File: src/rtl/rsq_pkg.sv
// Shared constants, register map and state encoding of the reset and brownout sequencer
package rsq_pkg;

  // ****************************************
  // Clock and timing
  // ****************************************
  localparam int CLK_PERIOD_NS = 50;
  localparam int FLASH_STARTUP_NS = 100000;
  localparam int FLASH_STARTUP_CYC = (FLASH_STARTUP_NS + CLK_PERIOD_NS - 1) / CLK_PERIOD_NS;
  localparam int IRC_START_NS = 60000;
  localparam int IRC_START_CYC = (IRC_START_NS + CLK_PERIOD_NS - 1) / CLK_PERIOD_NS;
  localparam int SLEEP_RC_CYC = 4;
  localparam int SLEEP_MAIN_CYC = 4096;
  localparam int RESET_WAIT_CYC = 256;
  localparam int TW = 16;
  localparam int FCW = 12;

  // ****************************************
  // Register map
  // ****************************************
  localparam int AW = 8;
  localparam int DW = 32;
  localparam logic [7:0] OFS_MAP = 8'h00;
  localparam logic [7:0] OFS_PWR = 8'h04;
  localparam logic [7:0] OFS_WAKE_EN = 8'h08;
  localparam logic [7:0] OFS_WAKE_LVL = 8'h0c;
  localparam logic [7:0] OFS_STATUS = 8'h10;

  localparam int PWR_SLEEP_BIT = 0;
  localparam int PWR_PDOWN_BIT = 1;
  localparam int PWR_MAIN_BIT = 2;
  localparam int PWR_IN_SLEEP_BIT = 3;
  localparam int PWR_IN_PDOWN_BIT = 4;
  localparam int ST_WARN_BIT = 0;
  localparam int ST_BODRST_BIT = 1;
  localparam int ST_FLASH_BIT = 2;
  localparam int CAUSE_LSB = 8;

  // ****************************************
  // Vector map and reset values
  // ****************************************
  localparam logic [1:0] MAP_BOOT = 2'h0;
  localparam logic [1:0] MAP_SRAM = 2'h1;
  localparam logic [1:0] MAP_EXT = 2'h2;
  localparam logic [1:0] MAP_RESET = MAP_BOOT;
  localparam logic [3:0] CAUSE_RESET = 4'h0;

  typedef enum logic [3:0] {
    S_RESET, S_OSC, S_COUNT, S_FLASH, S_RUN, S_SLEEP, S_PDOWN, S_WAKE_IRC, S_WAKE
  } state_t;

endpackage

File: src/rtl/timer_if.sv
// Start and expiry handshake between the sequencer and its wake-up timer
`timescale 1ns/100ps
interface timer_if;
  import rsq_pkg::*;
  logic start;
  logic [TW-1:0] len;
  logic expired;
  modport seq (output start, output len, input expired);
  modport timer (input start, input len, output expired);
endinterface

File: src/rtl/reset_brownout_sequencer.sv
// Chip reset, brownout, wake-up and vector map sequencer
// Behaviour
// Any of external pin, watchdog, power-on or brownout requests chip reset.
// Reset holds until request gone, oscillator runs, count elapses, flash ready.
// After release the processor fetches at address zero from the boot map.
// All control registers hold defined reset values when reset releases.
// Supply below upper threshold raises brownout interrupt toward interrupt controller.
// Warning reaches processor only if enabled outside; always readable in status.
// Supply below lower threshold forces chip reset and blocks flash alteration.
// Brownout holds reset while supply falls; power-on detector takes over below.
// Both brownout thresholds use hysteresis to prevent toggling near crossing.
// Each external interrupt, edge or level, may be enabled to wake power-down.
// Software remaps the vector region to boot ROM, SRAM or external memory.
// After power-down wake, flash access waits for the flash start-up interval.
// Sleep wake resumes after 4 cycles on RC clock, 4096 on main oscillator.
// Pin and comparator inputs are synchronised; reset assertion still acts immediately.
//
// The register addresses and the strobed register port were chosen for this implementation.
`timescale 1ns/100ps
module reset_brownout_sequencer
  import rsq_pkg::*;
#(
  parameter int N_EINT = 32,
  parameter int RESET_WAIT = RESET_WAIT_CYC,
  parameter int SLEEP_MAIN = SLEEP_MAIN_CYC
)
(
  input wire logic clk,
  input wire logic reset,
  input wire logic ext_reset_n,
  input wire logic wdt_reset,
  input wire logic por_req,
  input wire logic osc_running,
  input wire logic flash_init_done,
  input wire logic bod_warn_below,
  input wire logic bod_warn_above,
  input wire logic bod_rst_below,
  input wire logic bod_rst_above,
  input wire logic [N_EINT-1:0] eint,
  input wire logic [AW-1:0] addr,
  input wire logic [DW-1:0] wr_data,
  input wire logic wr_en,
  input wire logic rd_en,
  output logic [DW-1:0] rd_data,
  output logic cpu_reset,
  output logic cpu_run,
  output logic flash_ready,
  output logic flash_init_req,
  output logic flash_lock,
  output logic irc_on,
  output logic bod_irq,
  output logic [1:0] vec_map
);

  typedef struct packed {
    state_t st;
    logic ext_s1;
    logic ext_s2;
    logic [3:0] cause;
    logic [1:0] vec_map;
    logic [N_EINT-1:0] wake_en;
    logic [N_EINT-1:0] wake_lvl;
    logic [N_EINT-1:0] eint_prev;
    logic use_main;
    logic [FCW-1:0] flash_cnt;
    logic flash_ready;
    logic flash_init_req;
    logic flash_lock;
    logic cpu_reset;
    logic cpu_run;
    logic irc_on;
    logic bod_irq;
    logic tstart;
    logic [TW-1:0] tlen;
    logic [DW-1:0] rd_data;
  } seq_state_t;

  seq_state_t q;
  seq_state_t n;
  logic bod_warn_lvl;
  logic bod_rst_lvl;
  logic req_now;
  logic wake_hit;
  logic [3:0] src_vec;

  timer_if tif ();

  function automatic logic reg_hit(input logic [AW-1:0] a, input logic [AW-1:0] ofs);
    reg_hit = (a == ofs);
  endfunction

  // ****************************************
  // Submodules
  // ****************************************
  bod_hyst warn_stage (
    .clk(clk),
    .reset(reset),
    .below(bod_warn_below),
    .above(bod_warn_above),
    .level(bod_warn_lvl)
  );

  bod_hyst rst_stage (
    .clk(clk),
    .reset(reset),
    .below(bod_rst_below),
    .above(bod_rst_above),
    .level(bod_rst_lvl)
  );

  wake_timer timer (
    .clk(clk),
    .reset(reset),
    .tif(tif)
  );

  assign tif.start = q.tstart;
  assign tif.len = q.tlen;

  // ****************************************
  // Request and wake decode
  // ****************************************
  // Raw pin joins the request so assertion needs no synchroniser delay
  assign req_now = !ext_reset_n || !q.ext_s2 || wdt_reset || por_req || bod_rst_lvl;
  assign src_vec = {bod_rst_lvl, por_req, wdt_reset, !q.ext_s2};
  assign wake_hit = |(q.wake_en & ((q.wake_lvl & eint) | (~q.wake_lvl & eint & ~q.eint_prev)));

  // ****************************************
  // Next state
  // ****************************************
  always_comb
  begin
    n = q;
    n.tstart = 1'b0;
    n.ext_s1 = ext_reset_n;
    n.ext_s2 = q.ext_s1;
    n.eint_prev = eint;
    n.bod_irq = bod_warn_lvl;
    n.rd_data = '0;
    // Cause flags: a new event in the clearing cycle survives
    if (wr_en && reg_hit(addr, OFS_STATUS))
    begin
      n.cause = q.cause & ~wr_data[CAUSE_LSB +: 4];
    end
    n.cause = n.cause | src_vec;
    // Map, wake and power register writes are ignored while the chip is held in reset; status clears still act
    if (wr_en && !q.cpu_reset)
    begin
      if (reg_hit(addr, OFS_MAP))
      begin
        n.vec_map = wr_data[1:0];
      end
      if (reg_hit(addr, OFS_WAKE_EN))
      begin
        n.wake_en = wr_data[N_EINT-1:0];
      end
      if (reg_hit(addr, OFS_WAKE_LVL))
      begin
        n.wake_lvl = wr_data[N_EINT-1:0];
      end
      if (reg_hit(addr, OFS_PWR))
      begin
        n.use_main = wr_data[PWR_MAIN_BIT];
      end
    end
    if (rd_en)
    begin
      case (addr)
        OFS_MAP: n.rd_data = {30'h0, q.vec_map};
        OFS_PWR: n.rd_data = {27'h0, q.st == S_PDOWN, q.st == S_SLEEP, q.use_main, 2'h0};
        OFS_WAKE_EN: n.rd_data = DW'(q.wake_en);
        OFS_WAKE_LVL: n.rd_data = DW'(q.wake_lvl);
        OFS_STATUS: n.rd_data = {20'h0, q.cause, 5'h0, q.flash_ready, bod_rst_lvl,
          bod_warn_lvl};
        default: n.rd_data = '0;
      endcase
    end
    if (q.flash_cnt != '0)
    begin
      n.flash_cnt = q.flash_cnt - 1'b1;
      if (q.flash_cnt == FCW'(1))
      begin
        n.flash_ready = 1'b1;
      end
    end
    case (q.st)
      S_RESET:
      begin
        n.st = S_OSC;
      end
      S_OSC:
      begin
        if (osc_running)
        begin
          n.st = S_COUNT;
          n.tstart = 1'b1;
          n.tlen = TW'(RESET_WAIT);
        end
      end
      S_COUNT:
      begin
        if (tif.expired)
        begin
          n.st = S_FLASH;
          n.flash_init_req = 1'b1;
        end
      end
      S_FLASH:
      begin
        if (flash_init_done)
        begin
          n.st = S_RUN;
          n.flash_init_req = 1'b0;
          n.cpu_reset = 1'b0;
          n.cpu_run = 1'b1;
          n.flash_ready = 1'b1;
        end
      end
      S_RUN:
      begin
        if (wr_en && reg_hit(addr, OFS_PWR) && wr_data[PWR_PDOWN_BIT])
        begin
          n.st = S_PDOWN;
          n.cpu_run = 1'b0;
          n.irc_on = 1'b0;
          n.flash_ready = 1'b0;
          n.flash_cnt = '0;
        end
        else if (wr_en && reg_hit(addr, OFS_PWR) && wr_data[PWR_SLEEP_BIT])
        begin
          n.st = S_SLEEP;
          n.cpu_run = 1'b0;
        end
      end
      S_SLEEP:
      begin
        if (wake_hit)
        begin
          n.st = S_WAKE;
          n.tstart = 1'b1;
          n.tlen = q.use_main ? TW'(SLEEP_MAIN) : TW'(SLEEP_RC_CYC);
        end
      end
      S_PDOWN:
      begin
        if (wake_hit)
        begin
          n.st = S_WAKE_IRC;
          n.irc_on = 1'b1;
          n.tstart = 1'b1;
          n.tlen = TW'(IRC_START_CYC);
        end
      end
      S_WAKE_IRC:
      begin
        // Code from SRAM may resume before the flash is back
        if (tif.expired)
        begin
          n.st = S_WAKE;
          n.tstart = 1'b1;
          n.tlen = TW'(SLEEP_RC_CYC);
          n.flash_cnt = FCW'(FLASH_STARTUP_CYC);
        end
      end
      S_WAKE:
      begin
        if (tif.expired)
        begin
          n.st = S_RUN;
          n.cpu_run = 1'b1;
        end
      end
      default:
      begin
        n.st = S_RESET;
      end
    endcase
    if (req_now)
    begin
      n.st = S_RESET;
      n.cpu_reset = 1'b1;
      n.cpu_run = 1'b0;
      n.flash_ready = 1'b0;
      n.flash_init_req = 1'b0;
      n.flash_cnt = '0;
      n.irc_on = 1'b1;
    end
    if (q.cpu_reset)
    begin
      n.vec_map = MAP_RESET;
      n.wake_en = '0;
      n.wake_lvl = '0;
      n.use_main = 1'b0;
    end
    n.flash_lock = n.cpu_reset || bod_rst_lvl;
  end

  always_ff @(posedge clk)
  begin
    if (reset)
    begin
      q <= '0;
      q.st <= S_RESET;
      q.ext_s1 <= 1'b1;
      q.ext_s2 <= 1'b1;
      q.cause <= CAUSE_RESET;
      q.vec_map <= MAP_RESET;
      q.cpu_reset <= 1'b1;
      q.flash_lock <= 1'b1;
      q.irc_on <= 1'b1;
    end
    else
    begin
      q <= n;
    end
  end

  assign rd_data = q.rd_data;
  assign cpu_reset = q.cpu_reset;
  assign cpu_run = q.cpu_run;
  assign flash_ready = q.flash_ready;
  assign flash_init_req = q.flash_init_req;
  assign flash_lock = q.flash_lock;
  assign irc_on = q.irc_on;
  assign bod_irq = q.bod_irq;
  assign vec_map = q.vec_map;
endmodule

File: src/rtl/wake_timer.sv
// Down counter shared by reset, sleep and power-down wake-up waits
`timescale 1ns/100ps
module wake_timer
  import rsq_pkg::*;
(
  input wire logic clk,
  input wire logic reset,
  timer_if.timer tif
);

  typedef struct packed {
    logic [TW-1:0] cnt;
  } tstate_t;

  tstate_t q;
  tstate_t n;

  // ****************************************
  // Counter
  // ****************************************
  always_comb
  begin
    n = q;
    if (tif.start)
    begin
      n.cnt = tif.len;
    end
    else if (q.cnt != '0)
    begin
      n.cnt = q.cnt - 1'b1;
    end
  end

  always_ff @(posedge clk)
  begin
    if (reset)
    begin
      q <= '0;
    end
    else
    begin
      q <= n;
    end
  end

  // Start masks expiry so a stale zero is never seen as done
  assign tif.expired = (q.cnt == '0) && !tif.start;

endmodule

File: src/rtl/bod_hyst.sv
// Synchronised brownout comparator pair with set and clear thresholds
`timescale 1ns/100ps
module bod_hyst
  import rsq_pkg::*;
(
  input wire logic clk,
  input wire logic reset,
  input wire logic below,
  input wire logic above,
  output logic level
);

  typedef struct packed {
    logic s1b;
    logic s2b;
    logic s1a;
    logic s2a;
    logic lvl;
  } hstate_t;

  hstate_t q;
  hstate_t n;

  // ****************************************
  // Synchroniser and hysteresis
  // ****************************************
  always_comb
  begin
    n = q;
    n.s1b = below;
    n.s2b = q.s1b;
    n.s1a = above;
    n.s2a = q.s1a;
    // Clears only above the upper band, so noise at the trip point cannot chatter
    if (q.s2b)
    begin
      n.lvl = 1'b1;
    end
    else if (q.s2a)
    begin
      n.lvl = 1'b0;
    end
  end

  always_ff @(posedge clk)
  begin
    if (reset)
    begin
      q <= '0;
    end
    else
    begin
      q <= n;
    end
  end

  assign level = q.lvl;
endmodule

File: config.mk
export PLATFORM = sky130hd
export DESIGN_NAME = reset_brownout_sequencer
export DESIGN_NICKNAME = d
export VERILOG_FILES = /design/src/rtl/rsq_pkg.sv /design/src/rtl/timer_if.sv /design/src/rtl/reset_brownout_sequencer.sv /design/src/rtl/wake_timer.sv /design/src/rtl/bod_hyst.sv
export SDC_FILE = /design/constraint.sdc
export NUM_CORES = 1
export LEC_CHECK = 0
export BUFFER_PORTS_ARGS = -buffer_cell sky130_fd_sc_hd__buf_2
export CORE_MARGIN = 3
export CORE_UTILIZATION = 55
export CTS_BUF_LIST = sky130_fd_sc_hd__clkbuf_8
export DETAILED_ROUTE_END_ITERATION = 16
export PLACE_DENSITY = 0.78
export SLEW_MARGIN = 30
export SYNTH_ARGS = -nofsm -noshare
export SYNTH_HDL_FRONTEND = slang
export SYNTH_SLANG_ARGS = --single-unit
File: constraint.sdc
create_clock -name clk -period 2.5 [get_ports clk]
set_input_delay 0.375 -clock clk [delete_from_list [all_inputs] [get_ports clk]]
set_output_delay 0.375 -clock clk [all_outputs]
set_load 0.01 [all_outputs]
==> reports/qor.txt <==
Peak Freq = 429.8 MHz
TritonCTS Sinks = 191
drt pass-1 iters = 7
Largest stage delay, worst path = 570 ps
share of layout cells above drive strength 1 = 19.23%
total wire length = 19.25 mm
Area Overhead vs Synth = 13.76%
hold buffer count at cts = 0
num ports = 126
area share of the leading cell type in the synthesized netlist = 48.01%
yosys warns = 0
reg2reg start = q[62]
die area = 15,960 um^2
worst setup slack after layout = 173.6 ps
initial core utilization = 56.72%
worst skew pair latency = 470 ps
vias in the first global route = 6,249
Slowest-stage cell, CP = or4_4
crit path time final = 2326 ps
HP Start = ext_reset_n
Finished Core Util = 64.53%
max cap viols = 0
Die X = 126.3 um
Synth area leader = dfxtp_1
Switching Power = 1.766 mW
GR Overflow Total = 0
crit path cell chain = or4_4, or4_1, nor2_1, and3_1, nor4_1, xnor2_1, o32ai_1
initial antenna violation count = 1
crit end category = flop
hold path endpoint = n[171]
initial DRC count = 690
Worst Setup Start Kind = flop
Power Internal = 4.664 mW
DR vias = 6,660
CTS max path bufs = 2
post_cts resized = 0
clock power share = 33.4%
pre-CTS setup slack = 57.91 ps
Req. time, crit path = 2860 ps
Hold Path Depth = 2
worst min path class = input pin to flop
Final Net Count = 1,117
post-synthesis cell count = 943
first-pass GRT wire length = 30.88 mm
PD cells = 709.6 nW/um^2
Slew HR = 60.56%
post-synthesis async set-or-reset flop share = 0%
Mapped Avg Cell Area = 8.447 um^2
Top Family by Delay on Critical Path = simple AND/OR/NAND/NOR gates
ys flop type = dfxtp_1
setup TNS = 0 ps
Seq pwr share = 51.2%
clock transition at the registers of the reported paths = 100 ps
Final Max Tran Viols = 0
diode count = 0
Static Leak = 3.498 nW
synth unique cells = 54
Peak VDD IR = 432.6 uV
largest net degree at the start of global routing = 48
worst slew pin tran = 590.8 ps
core region area = 14,040 um^2
post-route design area = 9061 um^2
die height = 126.3 um
I/O Buffers = 125
vias per inst = 5.459
htree depth = 4
RSZ-0062 raised after global routing = false
CTS Buf Count = 17
Final Cycle Share = 93.06%
Comb power frac = 15.4%
Final Hold Vio Count = 0
Min Hold Slack = 109.6 ps
CP Data Arrival Time = 2690 ps
placed cell area = 8623 um^2
wire per inst = 15.78 um
sequential cell area fraction in the yosys report = 48.01%
dpl cells = 1,188
Post-Syn Nets = 1,033
sw frac = 27.46%
Critical R2R Capture = q[62]
critical path class = flop to flop
Buf/Inv on CP = 0
row cnt = 43
Cell Count, Final, Fillers Out = 1,220
Setup Buffers After CTS = 0
number of synthesized flops with an enable pin = 0
R2R depth = 7
Synth Cell Area = 7965 um^2
skew final = 15.80 ps
PnR Total Power = 6.429 mW
status = finished clean
GRT Total Usage = 24.02%
Synth Register Bits = 191
RePlAce Congestion = 0.8851
FF-to-FF setup slack = 170 ps
maximum fanout along the worst path = 5
synth top area cells = dfxtp_1 48%, nand2_1 9.0%, nor2b_1 6.0%
dpl hpwl = 13.44 mm
DRT antenna net count = 0
DRC = 0
Clock Tree Root = clkbuf_8
CTS tree = yes
# setup viols final = 0
[layout by cell type, fill, tap and decap left out, types with 7 or more instances in the layout]
master	count
inv_1	13
nor2_1	81
xor2_1	12
nor2b_1	76
a21oi_1	94
nor3_1	8
nand3_1	15
mux2i_1	36
buf_4	17
dfxtp_1	191
nor4_1	13
o22ai_1	18
nand2_1	191
xnor2_1	9
nand2b_1	7
buf_2	125
o21ai_0	12
clkbuf_8	19
[power by group through the flow]
stage	Combinational [mW]	Clock (mW)	Sequential (mW)
after CTS	0.978	2.18	3.29
final	0.991	2.15	3.29
after detailed placement	0.952	0	3.36
after floorplan	0.692	0	3.33
after global routing	1.13	2.30	3.31
after global placement	0.937	0	3.36
[flip-flops by register name, indices dropped and copies added, names as in the netlist, 2 cells and up]
register and flops:
q 118, rd_data 32, rst_stage.n 2, rst_stage.q 2, tif.len 4, timer.q 16
vec_map 2, warn_stage.n 2, warn_stage.q 2
[metal layers]
layer	track usage (%)	part of all wire [%]	vias up
li1	-	-	3291
met1	33.51	46	3102
met2	37.24	45	237
met3	6.442	7.0	28
met4	6.246	1.4	2
met5	0	0.068	-
[worst max-delay path by stage]
stage	from	end	slack (ps)	cells after the start
2_1_floorplan	q[62]	q[62]	380	8
3_3_place_gp	addr[1]	q[158]	100	8
3_5_place_dp	addr[1]	q[137]	60	8
4_1_cts	timer.q[2]	q[64]	180	6
5_1_grt	timer.q[2]	timer.q[8]	30	7
6_report	q[62]	q[62]	170	7
[cells in the mapped netlist, types with 4 or more instances]
master,instances
nand2_1,191
nor2_1,81
nor4_1,13
o22ai_1,18
a21oi_1,94
inv_1,13
a31oi_1,5
nand3_1,15
nor2b_1,76
o21ai_0,12
nand2b_1,7
nor3_1,8
xnor2_1,9
mux2i_1,36
and3_1,4
o31ai_1,4
or2_2,5
ha_1,5
clkbuf_1,39
and2_1,5
buf_4,35
a21o_1,4
xor2_1,12
or3_1,6
buf_2,8
dfxtp_1,191
[kinds of logic (layout without fill, tap and decap cells)]
group	Yosys count	in the layout	share of synthesized area, %
DFF	191	191	48.01
AOI/OAI and AO/OA	157	157	11.45
adders and majority gates	5	5	0.7854
xor gates and xnor gates	21	21	2.309
and+or+nand+nor	434	434	26.20
muxes	39	39	4.948
buffers and inverters	96	193	6.299
[final cells by class]
class	instances	area, um^2
Fill cell	1219	4981
Sequential cell	191	3824
Multi-Input combinational cell	656	3671
Timing Repair Buffer	148	873.3
Clock buffer	19	261.5
Tap cell	180	225.2
Clock inverter	13	157.7
Inverter	13	48.80
Power figures use the tool's default switching activity.
